<file path="src/shared/ledl_defines.svh">
`ifndef LEDL_DEFINES_SVH
`define LEDL_DEFINES_SVH

// Bit image, edge-instruction memory and flag sizes
`define LEDL_BIT_COUNT    64
`define LEDL_BIT_AW       6
`define LEDL_SLOT_COUNT   32
`define LEDL_SLOT_AW      5
`define LEDL_FLAG_W       4

// Area field inside a bit address
`define LEDL_AREA_MSB     5
`define LEDL_AREA_LSB     4
`define LEDL_AREA_IO      2'h0
`define LEDL_AREA_LINK    2'h1
`define LEDL_AREA_HOLDING 2'h2
`define LEDL_AREA_AUX     2'h3

// Reset values
`define LEDL_BITS_RESET   64'h0000_0000_0000_0000
`define LEDL_PREV_RESET   32'h0000_0000
`define LEDL_FLAGS_RESET  4'h0

`endif

</file>
<file path="src/shared/ledl_pkg.sv">
`include "ledl_defines.svh"

package ledl_pkg;

    typedef enum logic [3:0] {
        LEDL_OP_NOP          = 4'h0,
        LEDL_OP_RISE         = 4'h1,
        LEDL_OP_LATCH        = 4'h2,
        LEDL_OP_FALL         = 4'h3,
        LEDL_OP_TIMER        = 4'h4,
        LEDL_OP_COIL         = 4'h5,
        LEDL_OP_IL_OPEN      = 4'h6,
        LEDL_OP_IL_CLEAR     = 4'h7,
        LEDL_OP_JUMP_SKIPPED = 4'ha,
        LEDL_OP_FAST_TIMER   = 4'hc,
        LEDL_OP_COUNTER      = 4'hd,
        LEDL_OP_OTHER        = 4'he,
        LEDL_OP_REV_COUNTER  = 4'hf
    } ledl_opcode_type;

    typedef struct packed {
        logic [`LEDL_BIT_COUNT-1:0]  bit_mem;
        logic [`LEDL_SLOT_COUNT-1:0] prev_mem;
        logic                        blocked;
        logic                        opened;
        logic [`LEDL_FLAG_W-1:0]     flags;
        logic                        sel_bit;
        logic                        coil_off;
        logic                        timer_rst;
        logic                        counter_hold;
        logic                        instr_en;
        logic                        line_cond;
        logic                        done;
        logic                        bad_clear;
    } ledl_state_type;

endpackage : ledl_pkg

</file>
<file path="src/logic/ledl_core.sv">
// Functional notes
// (RULE1) Edge pulse compares present condition with stored one, then stores present.
// (RULE2) Rising pulse: stored OFF and present ON drives bit ON.
// (RULE3) Rising pulse: stored ON drives bit OFF whatever present condition.
// (RULE4) Falling pulse: stored ON and present OFF drives bit ON.
// (RULE5) Falling pulse: stored OFF drives bit OFF whatever present condition.
// (RULE6) Edge pulses and latch leave arithmetic and error flags unchanged.
// (RULE7) Latch set turns bit ON and holds it until reset.
// (RULE8) Latch reset turns bit OFF and holds it until set.
// (RULE9) Set and reset together: reset wins, bit OFF.
// (RULE10) Holding and auxiliary area latch bits survive power interruption.
// (RULE11) Latch bits keep their state when an interlock becomes active.
// (RULE12) Open interlock: each line to the clear starts ON, executes normally.
// (RULE13) Blocked interlock: coils OFF, timers reset, counters and latches held.
// (RULE14) Several opens in a row each start a section to the next clear.
// (RULE15) Program places an open between any two clears.
// (RULE16) Program lets one instruction control each output bit.
// (RULE17) Blocked edge pulses keep stored condition; compare against it afterwards.
// (RULE18) Edge bit skipped by a jump keeps its last state.
// (RULE19) Program start clears every stored edge condition to OFF.
`timescale 1ns/1ps
`include "ledl_defines.svh"

module ledl_core import ledl_pkg::*; (
    input  wire logic                        clk_in,
    input  wire logic                        reset_in,
    input  wire logic                        program_start_in,
    input  wire logic                        power_restore_in,
    input  wire logic                        step_valid_in,
    input  wire ledl_opcode_type             opcode_in,
    input  wire logic                        cond_in,
    input  wire logic                        reset_cond_in,
    input  wire logic [`LEDL_SLOT_AW-1:0]    slot_in,
    input  wire logic [`LEDL_BIT_AW-1:0]     bit_addr_in,
    input  wire logic [`LEDL_FLAG_W-1:0]     flags_in,
    output logic      [`LEDL_BIT_COUNT-1:0]  bit_image_out,
    output logic                             designated_bit_out,
    output logic                             interlock_active_out,
    output logic                             coil_force_off_out,
    output logic                             timer_reset_out,
    output logic                             counter_hold_out,
    output logic                             instr_enable_out,
    output logic                             line_cond_out,
    output logic                             step_done_out,
    output logic      [`LEDL_FLAG_W-1:0]     flags_out,
    output logic                             clear_without_open_out
);

    ledl_state_type                state;
    ledl_state_type                next_state;
    logic [`LEDL_BIT_COUNT-1:0]    retain_mask;
    logic                          edge_pulse;
    logic                          latch_next;
    logic                          prev_sel;
    logic                          bit_sel;
    logic                          is_falling;

    function automatic logic area_retentive(input logic [1:0] area);
        area_retentive = (area == `LEDL_AREA_HOLDING) || (area == `LEDL_AREA_AUX);
    endfunction : area_retentive

    // Mask of bits that live in retentive areas
    genvar gi;
    generate
        for (gi = 0; gi < `LEDL_BIT_COUNT; gi = gi + 1) begin : g_retain
            localparam logic [`LEDL_BIT_AW-1:0] ADDR = `LEDL_BIT_AW'(gi);
            assign retain_mask[gi] = area_retentive(ADDR[`LEDL_AREA_MSB:`LEDL_AREA_LSB]);
        end
    endgenerate

    assign prev_sel   = state.prev_mem[slot_in];
    assign bit_sel    = state.bit_mem[bit_addr_in];
    assign is_falling = (opcode_in == LEDL_OP_FALL);

    ledl_edge_unit u_edge (
        .prev_in    (prev_sel),
        .cond_in    (cond_in),
        .falling_in (is_falling),
        .pulse_out  (edge_pulse)
    );

    ledl_latch_unit u_latch (
        .current_in (bit_sel),
        .set_in     (cond_in),
        .clear_in   (reset_cond_in),
        .next_out   (latch_next)
    );

    always_comb begin
        next_state              = state;
        next_state.done         = 1'b0;
        next_state.coil_off     = 1'b0;
        next_state.timer_rst    = 1'b0;
        next_state.counter_hold = 1'b0;
        next_state.instr_en     = 1'b0;
        next_state.line_cond    = 1'b0;
        if (program_start_in) begin
            next_state.prev_mem = `LEDL_PREV_RESET;  // see (RULE19)
            next_state.blocked  = 1'b0;
            next_state.opened   = 1'b0;
        end else if (power_restore_in) begin
            // Restart after power loss: only retentive areas keep their bits
            next_state.bit_mem  = state.bit_mem & retain_mask;  // see (RULE10)
            next_state.prev_mem = `LEDL_PREV_RESET;  // see (RULE19)
            next_state.blocked  = 1'b0;
            next_state.opened   = 1'b0;
        end else if (step_valid_in) begin
            next_state.done      = 1'b1;
            next_state.instr_en  = ~state.blocked;  // see (RULE13)
            next_state.line_cond = ~state.blocked;  // see (RULE12)
            case (opcode_in)
                LEDL_OP_RISE, LEDL_OP_FALL: begin
                    // Flags untouched here; blocked section keeps bit and stored value
                    if (!state.blocked) begin  // see (RULE17) (RULE6)
                        next_state.bit_mem[bit_addr_in] = edge_pulse;  // see (RULE1)
                        next_state.prev_mem[slot_in]    = cond_in;     // see (RULE1)
                    end
                end
                LEDL_OP_LATCH: begin
                    if (!state.blocked) begin  // see (RULE11) (RULE13) (RULE6)
                        next_state.bit_mem[bit_addr_in] = latch_next;
                    end
                end
                LEDL_OP_IL_OPEN: begin
                    // Each further open may only add blocking up to the clear
                    if (!cond_in) begin
                        next_state.blocked = 1'b1;  // see (RULE14)
                    end
                    next_state.opened    = 1'b1;  // see (RULE14)
                    next_state.instr_en  = 1'b0;
                    next_state.line_cond = 1'b0;
                end
                LEDL_OP_IL_CLEAR: begin
                    if (!state.opened) begin
                        next_state.bad_clear = 1'b1;  // see (RULE15)
                    end
                    next_state.blocked   = 1'b0;
                    next_state.opened    = 1'b0;
                    next_state.instr_en  = 1'b1;
                    next_state.line_cond = 1'b1;
                end
                LEDL_OP_COIL: begin
                    next_state.coil_off = state.blocked;  // see (RULE13)
                end
                LEDL_OP_TIMER, LEDL_OP_FAST_TIMER: begin
                    next_state.timer_rst = state.blocked;  // see (RULE13)
                end
                LEDL_OP_COUNTER, LEDL_OP_REV_COUNTER: begin
                    next_state.counter_hold = state.blocked;  // see (RULE13)
                end
                LEDL_OP_OTHER: begin
                    if (!state.blocked) begin  // see (RULE13)
                        next_state.flags = flags_in;
                    end
                end
                LEDL_OP_JUMP_SKIPPED: begin
                    // Skipped instruction leaves every bit as it stands
                    next_state.instr_en  = 1'b0;  // see (RULE18)
                    next_state.line_cond = 1'b0;
                end
                default: begin
                    next_state.instr_en = ~state.blocked;
                end
            endcase
        end
        next_state.sel_bit = next_state.bit_mem[bit_addr_in];
    end

    always_ff @(posedge clk_in or posedge reset_in) begin
        if (reset_in) begin
            state              <= '0;
            state.bit_mem      <= `LEDL_BITS_RESET;
            state.prev_mem     <= `LEDL_PREV_RESET;  // see (RULE19)
            state.flags        <= `LEDL_FLAGS_RESET;
        end else begin
            state <= next_state;
        end
    end

    assign bit_image_out          = state.bit_mem;
    assign designated_bit_out     = state.sel_bit;
    assign interlock_active_out   = state.blocked;
    assign coil_force_off_out     = state.coil_off;
    assign timer_reset_out        = state.timer_rst;
    assign counter_hold_out       = state.counter_hold;
    assign instr_enable_out       = state.instr_en;
    assign line_cond_out          = state.line_cond;
    assign step_done_out          = state.done;
    assign flags_out              = state.flags;
    assign clear_without_open_out = state.bad_clear;

endmodule : ledl_core

</file>
<file path="src/logic/ledl_edge_unit.sv">
`timescale 1ns/1ps

module ledl_edge_unit import ledl_pkg::*; (
    input  wire logic prev_in,
    input  wire logic cond_in,
    input  wire logic falling_in,
    output logic      pulse_out
);

    always_comb begin
        if (falling_in) begin
            pulse_out = prev_in & ~cond_in;  // see (RULE4) (RULE5)
        end else begin
            pulse_out = ~prev_in & cond_in;  // see (RULE2) (RULE3)
        end
    end

endmodule : ledl_edge_unit

</file>
<file path="src/logic/ledl_latch_unit.sv">
`timescale 1ns/1ps

module ledl_latch_unit import ledl_pkg::*; (
    input  wire logic current_in,
    input  wire logic set_in,
    input  wire logic clear_in,
    output logic      next_out
);

    always_comb begin
        if (clear_in) begin
            next_out = 1'b0;        // see (RULE8) (RULE9)
        end else if (set_in) begin
            next_out = 1'b1;        // see (RULE7)
        end else begin
            next_out = current_in;  // see (RULE7) (RULE8)
        end
    end

endmodule : ledl_latch_unit

</file>
<file path="config.mk">
export PLATFORM = sky130hd
export DESIGN_NAME = ledl_core
export DESIGN_NICKNAME = d
export VERILOG_FILES = /design/src/shared/ledl_pkg.sv /design/src/logic/ledl_core.sv /design/src/logic/ledl_edge_unit.sv /design/src/logic/ledl_latch_unit.sv
export VERILOG_INCLUDE_DIRS = /design/src /design/src/shared
export SDC_FILE = /design/constraint.sdc
export NUM_CORES = 1
export LEC_CHECK = 0
export BUFFER_PORTS_ARGS = -buffer_cell sky130_fd_sc_hd__buf_2
export CORE_UTILIZATION = 58
export DETAILED_ROUTE_END_ITERATION = 10
export PLACE_DENSITY = 0.79
export SLEW_MARGIN = 20
export SYNTH_ARGS = -nofsm -noshare
export SYNTH_HDL_FRONTEND = slang
export SYNTH_SLANG_ARGS = --single-unit
</file>
<file path="constraint.sdc">
create_clock -name clk_in -period 3.5 [get_ports clk_in]
set_input_delay 0.35 -clock clk_in [delete_from_list [all_inputs] [get_ports clk_in]]
set_output_delay 0.35 -clock clk_in [all_outputs]
set_load 0.02 [all_outputs]
</file>
# After elaboration in Yosys (flattened, before gate mapping)
# Index checks and enable logic that the tools add are counted.
[word_totals] register_bits=110 input_bits=26 output_inout_bits=77 word_cells=90
[op_classes] order_cmp=4 n_eq_ne=14 muxes=37 bitwise_logic=8 n_reduce_logical=14
[ops] cell="bitwise mux 64 bit" count=2
[ops] cell="two-way mux 64 bit" count=2
[ops] cell="one-hot mux 64 bit (2 select lines)" count=1
[ops] cell="two-way mux 102 bit" count=1
[ops] cell="two-way mux 98 bit" count=1
[ops] cell="two-way mux 96 bit" count=1
[ops] cell="two-way mux 34 bit" count=1
[ops] cell="bitwise mux 32 bit" count=1
[ops] cell="two-way mux 32 bit" count=1
[ops] cell="two-way mux 7 bit" count=3
[ops] cell="equality test 4 bit (second input constant)" count=5
[ops] cell="equality test 4 x 3 -> 1 bit (second input constant)" count=4
[ops] cell="two-way mux 1 bit" count=14
[ops] cell="binary-select mux 1 bit (select 6 bit)" count=2
[ops] cell="AND reduction 5 bit" count=2
[ops] cell="equality test 4 x 2 -> 1 bit (second input constant)" count=2
[ops] cell="two-way mux 4 bit" count=2
[ops] cell="OR reduction 2 bit" count=4
[ops] cell="less-than comparator 6 x 7 -> 1 bit (second input constant)" count=1
[ops] cell="demux 1 bit (select 6 bit)" count=1
[ops] cell="greater-or-equal comparator 6 x 1 -> 1 bit (second input constant)" count=1
[ops] cell="less-than comparator 5 x 6 -> 1 bit (second input constant)" count=1
[ops] cell="NOT 1 bit" count=6
[ops] cell="AND reduction 3 bit" count=2
[ops] cell="other kinds (13)" count=16

# Depth between registers and ports, before layout
# Gate-level depths: netlist (run 1).
[logic_depth] ltp_word=13 mapped_depth=13 depth_no_buf=9

# Hierarchy
# Synthesis (run 1) repeated with hierarchy kept, for this count alone.
[hier_totals] cells_unflattened=768 hier_area_um2=7081.8
[by_module_without_submodules] mod="ledl_core" n_inst=1 cells_per_inst=764 area_each_um2=7049.3 seq_area_each_um2=2727.6
[by_module_without_submodules] mod="ledl_edge_unit" n_inst=1 cells_per_inst=3 area_each_um2=22.5 seq_area_each_um2=0.0
[by_module_without_submodules] mod="ledl_latch_unit" n_inst=1 cells_per_inst=1 area_each_um2=10.0 seq_area_each_um2=0.0

# Least setup slack after synthesis (run 1)
# No wires, ideal clock.
[synth_timing] path_type="input to register" start="in bit_addr_in[0]" end="reg state (netlist bit designated_bit_out)" setup_time_ps=126 arrival_ps=2989 required_time_ps=3374 path_slack_ps=385 stages=11 n_path_buf=2 cell_sequence="buf_6 -> mux2_4 -> mux4_2 -> o31ai_2 -> nand4_1 -> o41a_1 -> and3b_1 -> buf_6 -> nor2_4 -> a221o_1 -> a311o_1"
[synth_rtl] element="start: declaration" line_no="ledl_core.sv:34" rtl="input wire logic [`LEDL_BIT_AW-1:0] bit_addr_in,"
[synth_rtl] element="end signal: assignment" line_no="ledl_core.sv:176" rtl="state <= next_state;"
[synth_rtl] element="end: declaration" line_no="ledl_core.sv:49" rtl="ledl_state_type state;"

==> results of run 1 <==
[cell usage in the layout, fill, tap and decap left out, types with 10 or more instances in the layout]
master,instances
sky130_fd_sc_hd__o22ai_1,10
sky130_fd_sc_hd__buf_2,102
sky130_fd_sc_hd__nand2b_1,13
sky130_fd_sc_hd__o21ai_0,224
sky130_fd_sc_hd__nand3_1,16
sky130_fd_sc_hd__buf_4,30
sky130_fd_sc_hd__nor2_1,32
sky130_fd_sc_hd__mux2i_1,38
sky130_fd_sc_hd__nor2b_1,11
sky130_fd_sc_hd__a21oi_1,84
sky130_fd_sc_hd__nor3_1,16
sky130_fd_sc_hd__nand2_1,54
sky130_fd_sc_hd__dfrtp_1,109
[final timing paths]
path                                          end  slack [ns]  cells after the start
min reg2reg                clear_without_open_out        0.47                      1
min in group clk_in                  flags_out[0]        0.22                      2
max in group asynchronous               state[14]        2.66                      3
max reg2reg                    designated_bit_out        0.32                     10
min                             bit_image_out[53]        0.09                      2
max                            designated_bit_out        0.32                     10
[through the flow]
step	hold WS, ns	cell area [um^2]	worst slack [ns]	total power, uW
3_5_place_dp	0.4587	7392	0.1850	1648
6_report	0.08916	7677	0.3176	2632
4_1_cts	0.1217	7677	0.3556	2634
2_1_floorplan	0.4696	7177	0.2761	1545
3_3_place_gp	0.4500	7392	0.2160	1647
5_1_grt	0.1426	7677	0.2157	2725
[power by group through the flow]
stage / Sequential (uW) / Combinational, uW / Clock (uW)
floorplan: 1310 / 236 / 0
global placement: 1300 / 342 / 0
detailed placement: 1300 / 344 / 0
CTS: 1280 / 345 / 1010
global route: 1280 / 379 / 1060
finish: 1280 / 353 / 999
[kinds of logic after synthesis]
| family | synth area share |
|---|---|
| mux | 0.07653 |
| buf+inv | 0.1119 |
| simple gates | 0.1471 |
| compound gates | 0.2843 |
| flops | 0.3801 |
[sequential cells by signal, indices dropped and copies added, names as in the netlist]
| name | cells |
|---|---|
| bit_image_out | 64 |
| instr_enable_out | 1 |
| timer_reset_out | 1 |
| clear_without_open_out | 1 |
| counter_hold_out | 1 |
| step_done_out | 1 |
| designated_bit_out | 1 |
| interlock_active_out | 1 |
| coil_force_off_out | 1 |
| state | 33 |
| flags_out | 4 |
[critical path, delay by kind of cell, from the launching register on]
kind | cells | cell delay [ns]
compound gates | 6 | 1.57
mux | 2 | 0.74
flops | 1 | 0.43
simple gates | 1 | 0.17
buf+inv | 1 | 0.16
[metal layers]
layer | global-route usage | up-vias
met5 | 0 | -
met1 | 0.4490 | 3291
li1 | - | 3120
met4 | 0.1605 | 0
met2 | 0.5448 | 369
met3 | 0.07659 | 75
[layout make-up]
type / count / area, um^2
Multi-Input combinational cell: 620 / 3646
Fill cell: 1068 / 4384
Timing Repair Buffer: 134 / 775.7
Tap cell: 168 / 210.2
Inverter: 8 / 32.53
Sequential cell: 109 / 2728
Clock buffer: 10 / 239.0
Clock inverter: 6 / 46.29
==> results.tsv, run 1 <==
stage	metric	value	unit
floorplanning	row_count	40	
clock_network	cts_inserted_buffers	9	
synthesis	ys_top_cells_by_count	224 x sky130_fd_sc_hd__o21ai_0, 109 x sky130_fd_sc_hd__dfrtp_1, 84 x sky130_fd_sc_hd__a21oi_1	
timing	rsz0062_at_grt	no	
setup_path	rr_startpoint	bit_image_out[7]	
setup_path	worst_ep_required_time	3.75	ns
power_and_ir_drop	power_switching_share	0.2836	
place	numPortBuffers	102	
synthesis	most_instantiated_flip_flop_cell_in_the_synthesis_netlist	sky130_fd_sc_hd__dfrtp_1	
floorplanning	floorplan.die.width	113.2	um
clock_network	cts_num_sinks	109	
synthesis	synth_top_cell_by_area	sky130_fd_sc_hd__dfrtp_1	
power_and_ir_drop	vdd.ir_drop.worst	0.0002906	V
clock_network	postCtsHoldBufs	0	
place	numPlacedInstances	1039	
setup_path	worst_setup_path_start_kind	register	
synthesis	ys_ff_latch	109	
global_route	leftover_overflow_at_the_end_of_global_routing	0	
place	hpwl	15040	um
detailed_routing	met1_length	8777	um
setup_path	critical_path_peak_fanout	5	
detailed_routing	wl_met3	1962	um
synthesis	synthesis.area	7177	um^2
synthesis	synth_cell_types	65	
floorplanning	area_of_the_die	12820	um^2
floorplanning	coreArea	12060	um^2
power_and_ir_drop	powerDensity	342.8	nW/um^2
timing	final.min_clock_period	3.182	ns
synthesis	mappedNetlistNets	894	
setup_path	cp_cell_sequence	mux2_4 > mux4_2 > o31ai_2 > nand4_1 > o41a_1 > buf_4 > a211o_1 > a221oi_1 > a211oi_1 > a311o_1	
clock_network	ctsRootBufferMaster	sky130_fd_sc_hd__clkbuf_16	
layout	finished_layout_cells	1055	
timing	setup_violations	0	
setup_path	timing.critical_path.slowest_cell_delay	0.47	ns
timing	timing.slew.headroom	0.3242	
synthesis	netlist.area_leader.share	0.3801	
floorplanning	starting_density_of_the_core	0.5950	
clock_network	worstSkewPairLatency	0.36	ns
global_route	via_count_of_the_first_global_routing_pass	6340	
timing	drv_slew	0	
power_and_ir_drop	power.combinational.fraction	0.134	
power_and_ir_drop	internal_power	1885	uW
place	place_congestion	1.035	
floorplanning	floorplan.io_pins	103	
detailed_routing	met2_wire_len	10080	um
detailed_routing	num_vias	6855	
layout	share_of_cells_above_drive_strength_1	0.1939	
clock_network	postCtsSetupRepairBufs	0	
power_and_ir_drop	power_leakage	0.003475	uW
clock_network	cts_tree	done	
run	maxcap_viol_count	0	
detailed_routing	totalWireLength	21650	um
global_route	pin_count_of_the_biggest_net_entering_global_routing	59	
detailed_routing	via_per_inst	6.498	
detailed_routing	wl_per_cell	20.52	um
layout	fin_nets	908	
timing	setup_total_negative_slack	0	ns
status	status	complete, no violations	
floorplanning	floorplan.die.height	113.2	um
setup_path	critical_path.startpoint	bit_image_out[7]	
detailed_routing	post-route-drc-count	0	
setup_path	worst_path_max_delay_cell	sky130_fd_sc_hd__mux4_2	
timing	max_slew.worst_pin.slew	1.010	ns
layout	antennaDiodeCount	0	
power_and_ir_drop	clock_group_share_of_total_power	0.380	
timing	maxClockFrequency	0.3142	GHz
worst_hold_path	worstHoldPathType	input port to asynchronous set/reset pin	
layout	syn2layout_area_growth	6.973	%
clock_network	clkTransAtPathRegs	0.07	ns
detailed_routing	first_pass_iters	5	
global_route	grt_use_total	0.3435	
setup_path	cp_arrival	3.43	ns
global_route	first_pass_grt_wire_length	33820	um
clock_network	post_cts.resized_instances	0	
layout	final_core_utilization	0.6365	
setup_path	crit_path_end_kind	register	
synthesis	number_of_warnings_printed_during_yosys_synthesis	0	
synthesis	post-synth-top-count-cell	sky130_fd_sc_hd__o21ai_0	
clock_network	cts_htree_levels	3	
synthesis	synthCells	868	
synthesis	synth_enable_flop_cells	0	
detailed_routing	drt_iter0_drc	994	
synthesis	synthesis.area_per_instance	8.268	um^2
synthesis	post_synth_arst_share	1.000	
timing	finalClockSkew	0.005029	ns
clock_network	clk_path_buf_depth	2	
setup_path	worstSetupPathType	register to register	
timing	final.period_utilization	0.9093	
global_route	antenna_found_initial	0	
power_and_ir_drop	total_switching_power	746.2	uW
synthesis	synth_seq_area_share	0.3801	
detailed_routing	dr.max_layer_used	met4	
detailed_routing	antenna_violating_nets_post_route	0	
synthesis	synthTopCellsByArea	sky130_fd_sc_hd__dfrtp_1 38%, sky130_fd_sc_hd__o21ai_0 16%, sky130_fd_sc_hd__buf_4 7.2%, sky130_fd_sc_hd__a21oi_1 5.9%, sky130_fd_sc_hd__mux2i_1 5.3%	
timing	final-hold-violation-count	0	
power_and_ir_drop	seq_power_share	0.486	
(Power assumes the default switching activity.)
==> run 2: changes to the inputs <==
SYNTH_HIERARCHICAL = 1   (was not set)
==> run 2 against run 1 <==
Net effect: clock skew is 0.0048 ns higher; critical path type unchanged; sequential share of layout area is 2.9 points lower; sequential cell count stayed put; area after synthesis is 1.3% lower; count of clock-buffer cells in the layout stayed put; the flow now finishes with violations (negative setup slack); largest power group unchanged; synthesized cell count is 12% lower; largest cell class unchanged.
==> results.tsv, run 2 <==
stage	metric	value	unit	change
status	status	finished, violations left		
status	violations	negative setup slack		
synthesis	synthesis.area	7082	um^2	-1.3%
timing	hold-worst-slack	0.1436	ns	+0.05442 ns
floorplanning	coreArea	11660	um^2	-3.3%
setup_path	worst_r2r_path_depth	13		+3
detailed_routing	post-route-drc-count	0		unchanged
setup_path	worst_path_max_delay_cell	sky130_fd_sc_hd__or4_1		
synthesis	synth_seq_area_share	0.3852		+0.005103
global_route	global_route.usage.met3	0.1004		+0.02384
timing	timing.slew.headroom	0.2974		-0.02675
detailed_routing	antenna_violating_nets_post_route	0		unchanged
global_route	pin_count_of_the_biggest_net_entering_global_routing	66		+12%
synthesis	number_of_warnings_printed_during_yosys_synthesis	6		+6
global_route	first_pass_grt_wire_length	37710	um	+11%
global_route	grt_use_total	0.3912		+0.04767
global_route	grtUsageMet2	0.6091		+0.06432
synthesis	synthTopCellsByArea	sky130_fd_sc_hd__dfrtp_1 39%, sky130_fd_sc_hd__o21ai_0 9.3%, sky130_fd_sc_hd__buf_4 7.3%, sky130_fd_sc_hd__mux4_2 7.0%, sky130_fd_sc_hd__a21oi_1 3.5%		
timing	finalClockSkew	0.009824	ns	+0.004795 ns
global_route	met1_usage_grt	0.5084		+0.05936
synthesis	ys_ff_latch	109		unchanged
floorplanning	floorplan.io_pins	103		unchanged
floorplanning	floorplan.die.height	112.5	um	-0.65%
floorplanning	row_count	39		-2.5%
power_and_ir_drop	powerDensity	320.8	nW/um^2	-6.4%
layout	syn2layout_area_growth	18.11	%	
timing	setup_violations	1		+1
synthesis	synth_enable_flop_cells	0		unchanged
clock_network	clk_path_buf_depth	2		unchanged
floorplanning	floorplan.die.width	112.5	um	-0.65%
floorplanning	starting_density_of_the_core	0.6072		+0.01221
power_and_ir_drop	total_power	2683	uW	+2.0%
detailed_routing	wl_per_cell	23.23	um	+13%
setup_path	cp_arrival	3.99	ns	+0.56 ns
timing	fin_ws	-0.2562	ns	-0.5738 ns
setup_path	worst_ep_required_time	3.74	ns	about the same
detailed_routing	totalWireLength	23860	um	+10%
global_route	via_count_of_the_first_global_routing_pass	6864		+8.3%
layout	fin_nets	905		-0.33%
global_route	busiest_layer	met2		
synthesis	most_instantiated_flip_flop_cell_in_the_synthesis_netlist	sky130_fd_sc_hd__dfrtp_1		
timing	final.min_clock_period	3.756	ns	+0.5738 ns
synthesis	mappedNetlistNets	794		-11%
place	place_congestion	1.031		-0.41%
setup_path	worst_setup_path_start_kind	register		
synthesis	ys_top_cells_by_count	132 x sky130_fd_sc_hd__o21ai_0, 109 x sky130_fd_sc_hd__dfrtp_1, 69 x sky130_fd_sc_hd__buf_4		
timing	rsz0062_at_grt	yes		
clock_network	ctsRootBufferMaster	sky130_fd_sc_hd__clkbuf_16		
place	hpwl	17610	um	+17%
worst_hold_path	worstHoldPathType	input port to asynchronous set/reset pin		
synthesis	post-synth-top-count-cell	sky130_fd_sc_hd__o21ai_0		
clock_network	cts_inserted_buffers	9		unchanged
clock_network	cts_tree	done		
setup_path	timing.critical_path.slowest_cell_delay	0.54	ns	+0.07 ns
synthesis	synthesis.area_per_instance	9.221	um^2	+12%
synthesis	synthCells	768		-12%
synthesis	synth_top_cell_by_area	sky130_fd_sc_hd__dfrtp_1		
timing	max_slew.worst_pin.slew	1.046	ns	+0.03582 ns
synthesis	synth_cell_types	77		+18%
layout	multi_input_comb_area	3649	um^2	about the same
detailed_routing	num_vias	7112		+3.7%
layout	share_of_cells_above_drive_strength_1	0.3529		+0.1590
timing	maxClockFrequency	0.2662	GHz	-15%
power_and_ir_drop	power_leakage	0.003869	uW	+11%
setup_path	cp_cell_sequence	mux4_2 > mux4_2 > o211ai_1 > o221ai_1 > o21ba_1 > nand3b_1 > a21o_1 > or4b_4 > o21ai_2 > a22o_1 > or4_1 > a21oi_2 > nand4_1		
clock_network	clkTransAtPathRegs	0.08	ns	about the same
place	numPortBuffers	102		unchanged
clock_network	postCtsHoldBufs	0		unchanged
detailed_routing	via_per_inst	6.925		+6.6%
global_route	leftover_overflow_at_the_end_of_global_routing	0		unchanged
detailed_routing	drt_iter0_drc	913		-8.1%
power_and_ir_drop	vdd.ir_drop.worst	0.0003214	V	+11%
global_route	antenna_found_initial	0		unchanged
detailed_routing	first_pass_iters	6		+1
layout	sequential_cell_area	2728	um^2	unchanged
setup_path	worstSetupPathType	register to register		
clock_network	cts_num_sinks	109		unchanged
clock_network	worstSkewPairLatency	0.37	ns	about the same
setup_path	critical_path_peak_fanout	8		+3
layout	max_ffs_per_register	64		unchanged
run	maxcap_viol_count	0		unchanged
synthesis	post_synth_arst_share	1.000		unchanged
setup_path	crit_path_frequent_cell	sky130_fd_sc_hd__mux4_2		
layout	final.fill_count	904		-15%
layout	antennaDiodeCount	0		unchanged
timing	drv_slew	0		unchanged
floorplanning	area_of_the_die	12660	um^2	-1.3%
layout	layout.cells.most_common	sky130_fd_sc_hd__buf_4		
layout	most-common-layout-cells	125 x sky130_fd_sc_hd__buf_4, 119 x sky130_fd_sc_hd__o21ai_0, 109 x sky130_fd_sc_hd__dfrtp_1, 101 x sky130_fd_sc_hd__buf_2, 47 x sky130_fd_sc_hd__a21oi_1		
timing	final.period_utilization	1.073		+0.1639
synthesis	netlist.area_leader.share	0.3852		+0.005103
setup_path	crit_path_end_kind	register		
timing	final-hold-violation-count	0		unchanged
clock_network	cts_htree_levels	3		unchanged
[run 2: worst paths after layout]
kind	from	to	slack, ns
min reg2reg	state[12]	clear_without_open_out	0.47
max	bit_image_out[23]	designated_bit_out	-0.26
min in group clk_in	flags_in[1]	flags_out[1]	0.20
max reg2reg	bit_image_out[23]	designated_bit_out	-0.26
max in group asynchronous	reset_in	bit_image_out[45]	2.50
min	reset_in	bit_image_out[28]	0.14
[run 2: metal layers]
layer / wire length, um / vias up / part of all wire
met4: 1124 / 0 / 0.047
met3: 2508 / 104 / 0.11
met5: 0 / - / 0
li1: - / 3061 / -
met2: 11050 / 511 / 0.46
met1: 9175 / 3436 / 0.38
[run 2: cell type report]
class                      instances  area share
clock buffer                      10     0.02737
sequential                       109      0.3261
inverter                          10    0.005086
timing repair buffer             229      0.1777
tap                              143     0.02139
multi-input combinational        520      0.4362
clock inverter                     6    0.006133
[run 2: repair_timing]
action                                  4_1_cts  5_1_grt
pin swaps                                     8       10
buffers inserted                              3        0
gates resized for setup                      18       15
gates cloned                                  0        0
endpoints found under the setup margin        1        1
[run 2: cell families (layout without fill, tap and decap cells)]
family	after synthesis	in the layout	share of synthesized area
simple gates	181	181	0.1525
buf+inv	139	255	0.1141
mux	33	33	0.08675
compound gates	306	306	0.2615
flops	109	109	0.3852
[run 2: power by group]
group | total [uW] | switching [uW] | internal, uW | leakage [uW]
registers | 1280 | 8.67 | 1270 | 0.00151
logic | 389 | 263 | 126 | 0.00222
clock network | 1020 | 517 | 499 | 0.000140
total | 2680 | 788 | 1900 | 0.00387
[run 2: per-stage QoR]
step | instance area [um^2] | util | setup TNS, ns | worst slack, ns | std cells
after floorplan | 7147 | - | -0.2100 | -0.2100 | 768
after global placement | 7968 | 0.6832 | -0.5188 | -0.5148 | 1008
after detailed placement | 7968 | 0.6832 | -0.9000 | -0.6807 | 1008
after CTS | 8314 | 0.7129 | -0.1298 | -0.1298 | 1027
after global routing | 8364 | 0.7172 | -0.3366 | -0.3366 | 1027
final | 8364 | 0.7172 | -0.2562 | -0.2562 | 1027
[run 2: worst max-delay path: cells and delay by family (launching register included)]
kind | cells | cell delay (ns)
multiplexers | 2 | 0.98
AND/OR/NAND/NOR | 4 | 1.03
AO/OA/AOI/OAI | 7 | 1.20
flip-flops | 1 | 0.42
==> run 3: changes to the inputs <==
ABC_AREA = 1   (was not set)
CORE_UTILIZATION = 59   (was 58)
GPL_ROUTABILITY_DRIVEN = 0   (was not set)
==> run 3 against run 2 <==
Net effect: the flow now finishes without violations; die area rose by 7.3%; first-iteration DRC count rose by 2.2%; sequential share of layout area barely moved; area after synthesis rose by 9.3%; cell count rose by 32%; combinational power rose by 25%; cell area fell by 0.12%; sequential cell count did not move; global-route usage fell by 3.7 points; wire length fell by 3.6%; critical path depth rose by 12; critical path type is now input port to register; largest cell class unchanged.
==> results.tsv, run 3 <==
stage	metric	value	unit	change
status	status	complete, no violations		
timing	setup_total_negative_slack	0	ns	+0.2562 ns
global_route	antenna_found_initial	0		unchanged
layout	max_ffs_per_register	64		unchanged
synthesis	post-synth-top-count-cell	sky130_fd_sc_hd__nand2_1		
floorplanning	floorplan.die.height	116.5	um	+3.6%
timing	final-hold-violation-count	0		unchanged
worst_hold_path	worstHoldPathType	input port to asynchronous set/reset pin		
synthesis	synthesis.area_per_instance	6.801	um^2	-26%
power_and_ir_drop	powerDensity	342.2	nW/um^2	+6.7%
detailed_routing	drt_iter0_drc	933		+2.2%
clock_network	worstSkewPairLatency	0.36	ns	about the same
timing	maxClockFrequency	0.3085	GHz	+16%
power_and_ir_drop	power_leakage	0.004512	uW	+17%
clock_network	ctsRootBufferMaster	sky130_fd_sc_hd__clkbuf_16		
synthesis	ys_ff_latch	109		unchanged
setup_path	cp_arrival	3.49	ns	-0.50 ns
floorplanning	floorplan.io_pins	103		unchanged
timing	finalClockSkew	0.01028	ns	+0.0004545 ns
global_route	leftover_overflow_at_the_end_of_global_routing	0		unchanged
place	numPortBuffers	102		unchanged
clock_network	cts_htree_levels	3		unchanged
place	hpwl	15900	um	-9.7%
detailed_routing	totalWireLength	23000	um	-3.6%
synthesis	most_instantiated_flip_flop_cell_in_the_synthesis_netlist	sky130_fd_sc_hd__dfrtp_1		
floorplanning	coreArea	12720	um^2	+9.1%
global_route	first_pass_grt_wire_length	36850	um	-2.3%
clock_network	cts_tree	done		
global_route	pin_count_of_the_biggest_net_entering_global_routing	110		+67%
power_and_ir_drop	vdd.ir_drop.worst	0.0002230	V	-31%
synthesis	ys_top_cells_by_count	474 x sky130_fd_sc_hd__nand2_1, 109 x sky130_fd_sc_hd__dfrtp_1, 92 x sky130_fd_sc_hd__nand3_1		
layout	most-common-layout-cells	474 x sky130_fd_sc_hd__nand2_1, 109 x sky130_fd_sc_hd__dfrtp_1, 102 x sky130_fd_sc_hd__buf_2, 92 x sky130_fd_sc_hd__nand3_1, 71 x sky130_fd_sc_hd__inv_1		
synthesis	synth_cell_types	39		-49%
synthesis	synthesis.area	7740	um^2	+9.3%
floorplanning	starting_density_of_the_core	0.6084		+0.001148
timing	final.min_clock_period	3.242	ns	-0.5144 ns
clock_network	cts_num_sinks	109		unchanged
synthesis	mappedNetlistNets	1164		+47%
timing	timing.slew.headroom	0.5039		+0.2065
setup_path	crit_path_end_kind	register		
synthesis	synthTopCellsByArea	sky130_fd_sc_hd__dfrtp_1 35%, sky130_fd_sc_hd__nand2_1 23%, sky130_fd_sc_hd__buf_4 7.6%, sky130_fd_sc_hd__nand3_1 5.9%, sky130_fd_sc_hd__o21ai_0 3.6%		
synthesis	number_of_warnings_printed_during_yosys_synthesis	6		unchanged
global_route	grt_use_total	0.3542		-0.03697
run	maxcap_viol_count	0		unchanged
floorplanning	row_count	41		+5.1%
clock_network	postCtsHoldBufs	0		unchanged
timing	drv_slew	0		unchanged
detailed_routing	post-route-drc-count	0		unchanged
detailed_routing	first_pass_iters	9		+3
timing	rsz0062_at_grt	no		
setup_path	worst_ep_required_time	3.75	ns	about the same
layout	fin_nets	1205		+33%
clock_network	postCtsSetupRepairBufs	0		-3
floorplanning	area_of_the_die	13580	um^2	+7.3%
place	numPlacedInstances	1340		+33%
layout	finished_layout_cells	1355		+32%
setup_path	worstSetupPathType	input port to register		
synthesis	synthCells	1138		+48%
layout	share_of_cells_above_drive_strength_1	0.1809		-0.1720
global_route	via_count_of_the_first_global_routing_pass	7150		+4.2%
timing	final.period_utilization	0.9262		-0.1470
layout	antennaDiodeCount	0		unchanged
setup_path	worst_setup_path_start_kind	input port		
floorplanning	floorplan.die.width	116.5	um	+3.6%
synthesis	synth_seq_area_share	0.3524		-0.03275
timing	max_slew.worst_pin.slew	0.7433	ns	-0.3025 ns
detailed_routing	wl_per_cell	16.98	um	-27%
layout	syn2layout_area_growth	7.937	%	
detailed_routing	antenna_violating_nets_post_route	0		unchanged
detailed_routing	via_per_inst	5.822		-16%
layout	layout.cells.most_common	sky130_fd_sc_hd__nand2_1		
synthesis	netlist.area_leader.share	0.3524		-0.03275
synthesis	synth_enable_flop_cells	0		unchanged
timing	setup_violations	0		-1
clock_network	cts_inserted_buffers	9		unchanged
clock_network	clkTransAtPathRegs	0.07	ns	about the same
detailed_routing	num_vias	7889		+11%
setup_path	critical_path_peak_fanout	11		+3
synthesis	synth_top_cell_by_area	sky130_fd_sc_hd__dfrtp_1		
clock_network	clk_path_buf_depth	2		unchanged
synthesis	post_synth_arst_share	1.000		unchanged
==> run 3: cell count changes after synthesis, sizes merged, moves of 31 or more <==
cell,previous run,this run
nand2,39,481
o21ai,157,68
nand3,15,97
inv,7,78
a21oi,49,17
nor2,25,56
==> run 3: layer usage <==
metal	track usage	vias up	routed length (um)
li1	-	3724	-
met1	0.4778	3583	9552
met2	0.5420	498	10140
met3	0.06539	84	2391
met4	0.1873	0	922
met5	0	-	0
==> run 3: stage by stage <==
stage	worst slack [ns]	util	total power [uW]	hold slack [ns]	instance area (um^2)
finish	0.2583	0.6567	2859	0.1273	8354
global route	0.004540	0.6567	2960	0.1974	8354
CTS	0.3815	0.6561	2852	0.1658	8347
detailed placement	0.04608	0.6334	1830	0.4687	8058
global placement	0.005151	0.6334	1824	0.4491	8058
floorplan	0.2761	-	1695	0.4214	7740
==> run 3: kinds of logic after synthesis <==
group                  synth area share
muxes                          0.005819
DFF                              0.3524
AOI/OAI and AO/OA                0.1329
buffers and inverters            0.1455
and+or+nand+nor                  0.3634
==> run 3: layout make-up <==
type,instances,area (um^2)
Tap cell,172,215.2
Clock inverter,5,60.06
Inverter,80,302.8
Sequential cell,109,2728
Timing Repair Buffer,154,925.9
Clock buffer,10,229.0
Fill cell,1187,4368
Multi-Input combinational cell,825,3894
==> run 3: final timing paths <==
path                                    from            endpoint  slack (ns)  cells after the start
max in group asynchronous           reset_in           state[39]        2.95                      3
min reg2reg                        state[31]           state[31]        0.48                      2
min                                 reset_in   bit_image_out[29]        0.13                      3
max reg2reg                bit_image_out[57]  designated_bit_out        0.47                     21
min in group clk_in             opcode_in[1]  coil_force_off_out        0.21                      2
max                           bit_addr_in[0]  designated_bit_out        0.26                     25
==> run 3: report_power, final <==
| part | switching [uW] | leakage [uW] | total, uW | internal (uW) |
|---|---|---|---|---|
| Sequential | 37.0 | 0.00149 | 1340 | 1300 |
| Clock | 480 | 0.000139 | 1040 | 556 |
| Combinational | 354 | 0.00289 | 488 | 135 |
==> run 3: worst max-delay path, cell delays in order <==
cell and delay, ns:
sky130_fd_sc_hd__buf_2 0.13, sky130_fd_sc_hd__buf_4 0.14, sky130_fd_sc_hd__nand3_1 0.16, sky130_fd_sc_hd__inv_1 0.19
sky130_fd_sc_hd__nand2_1 0.13, sky130_fd_sc_hd__o21ai_0 0.11, sky130_fd_sc_hd__o41ai_2 0.43, sky130_fd_sc_hd__nand2_1 0.11
sky130_fd_sc_hd__inv_1 0.07, sky130_fd_sc_hd__nand4_1 0.08, sky130_fd_sc_hd__nor2_1 0.11, sky130_fd_sc_hd__nor2_1 0.05
sky130_fd_sc_hd__nand3_1 0.10, sky130_fd_sc_hd__nand2_2 0.16, sky130_fd_sc_hd__inv_1 0.14, sky130_fd_sc_hd__buf_12 0.14
sky130_fd_sc_hd__nand3b_4 0.08, sky130_fd_sc_hd__nand3_1 0.08, sky130_fd_sc_hd__nand2_1 0.05, sky130_fd_sc_hd__nor2_1 0.15
sky130_fd_sc_hd__nand3_1 0.10, sky130_fd_sc_hd__nor2_1 0.19, sky130_fd_sc_hd__nor2_1 0.08, sky130_fd_sc_hd__nor2_1 0.10
sky130_fd_sc_hd__nand2_1 0.06
==> run 3: what timing repair did <==
action                                 CTS  global route
setup endpoints to repair                0             1
resized for setup                        0             2
endpoints found under the hold margin    0             0
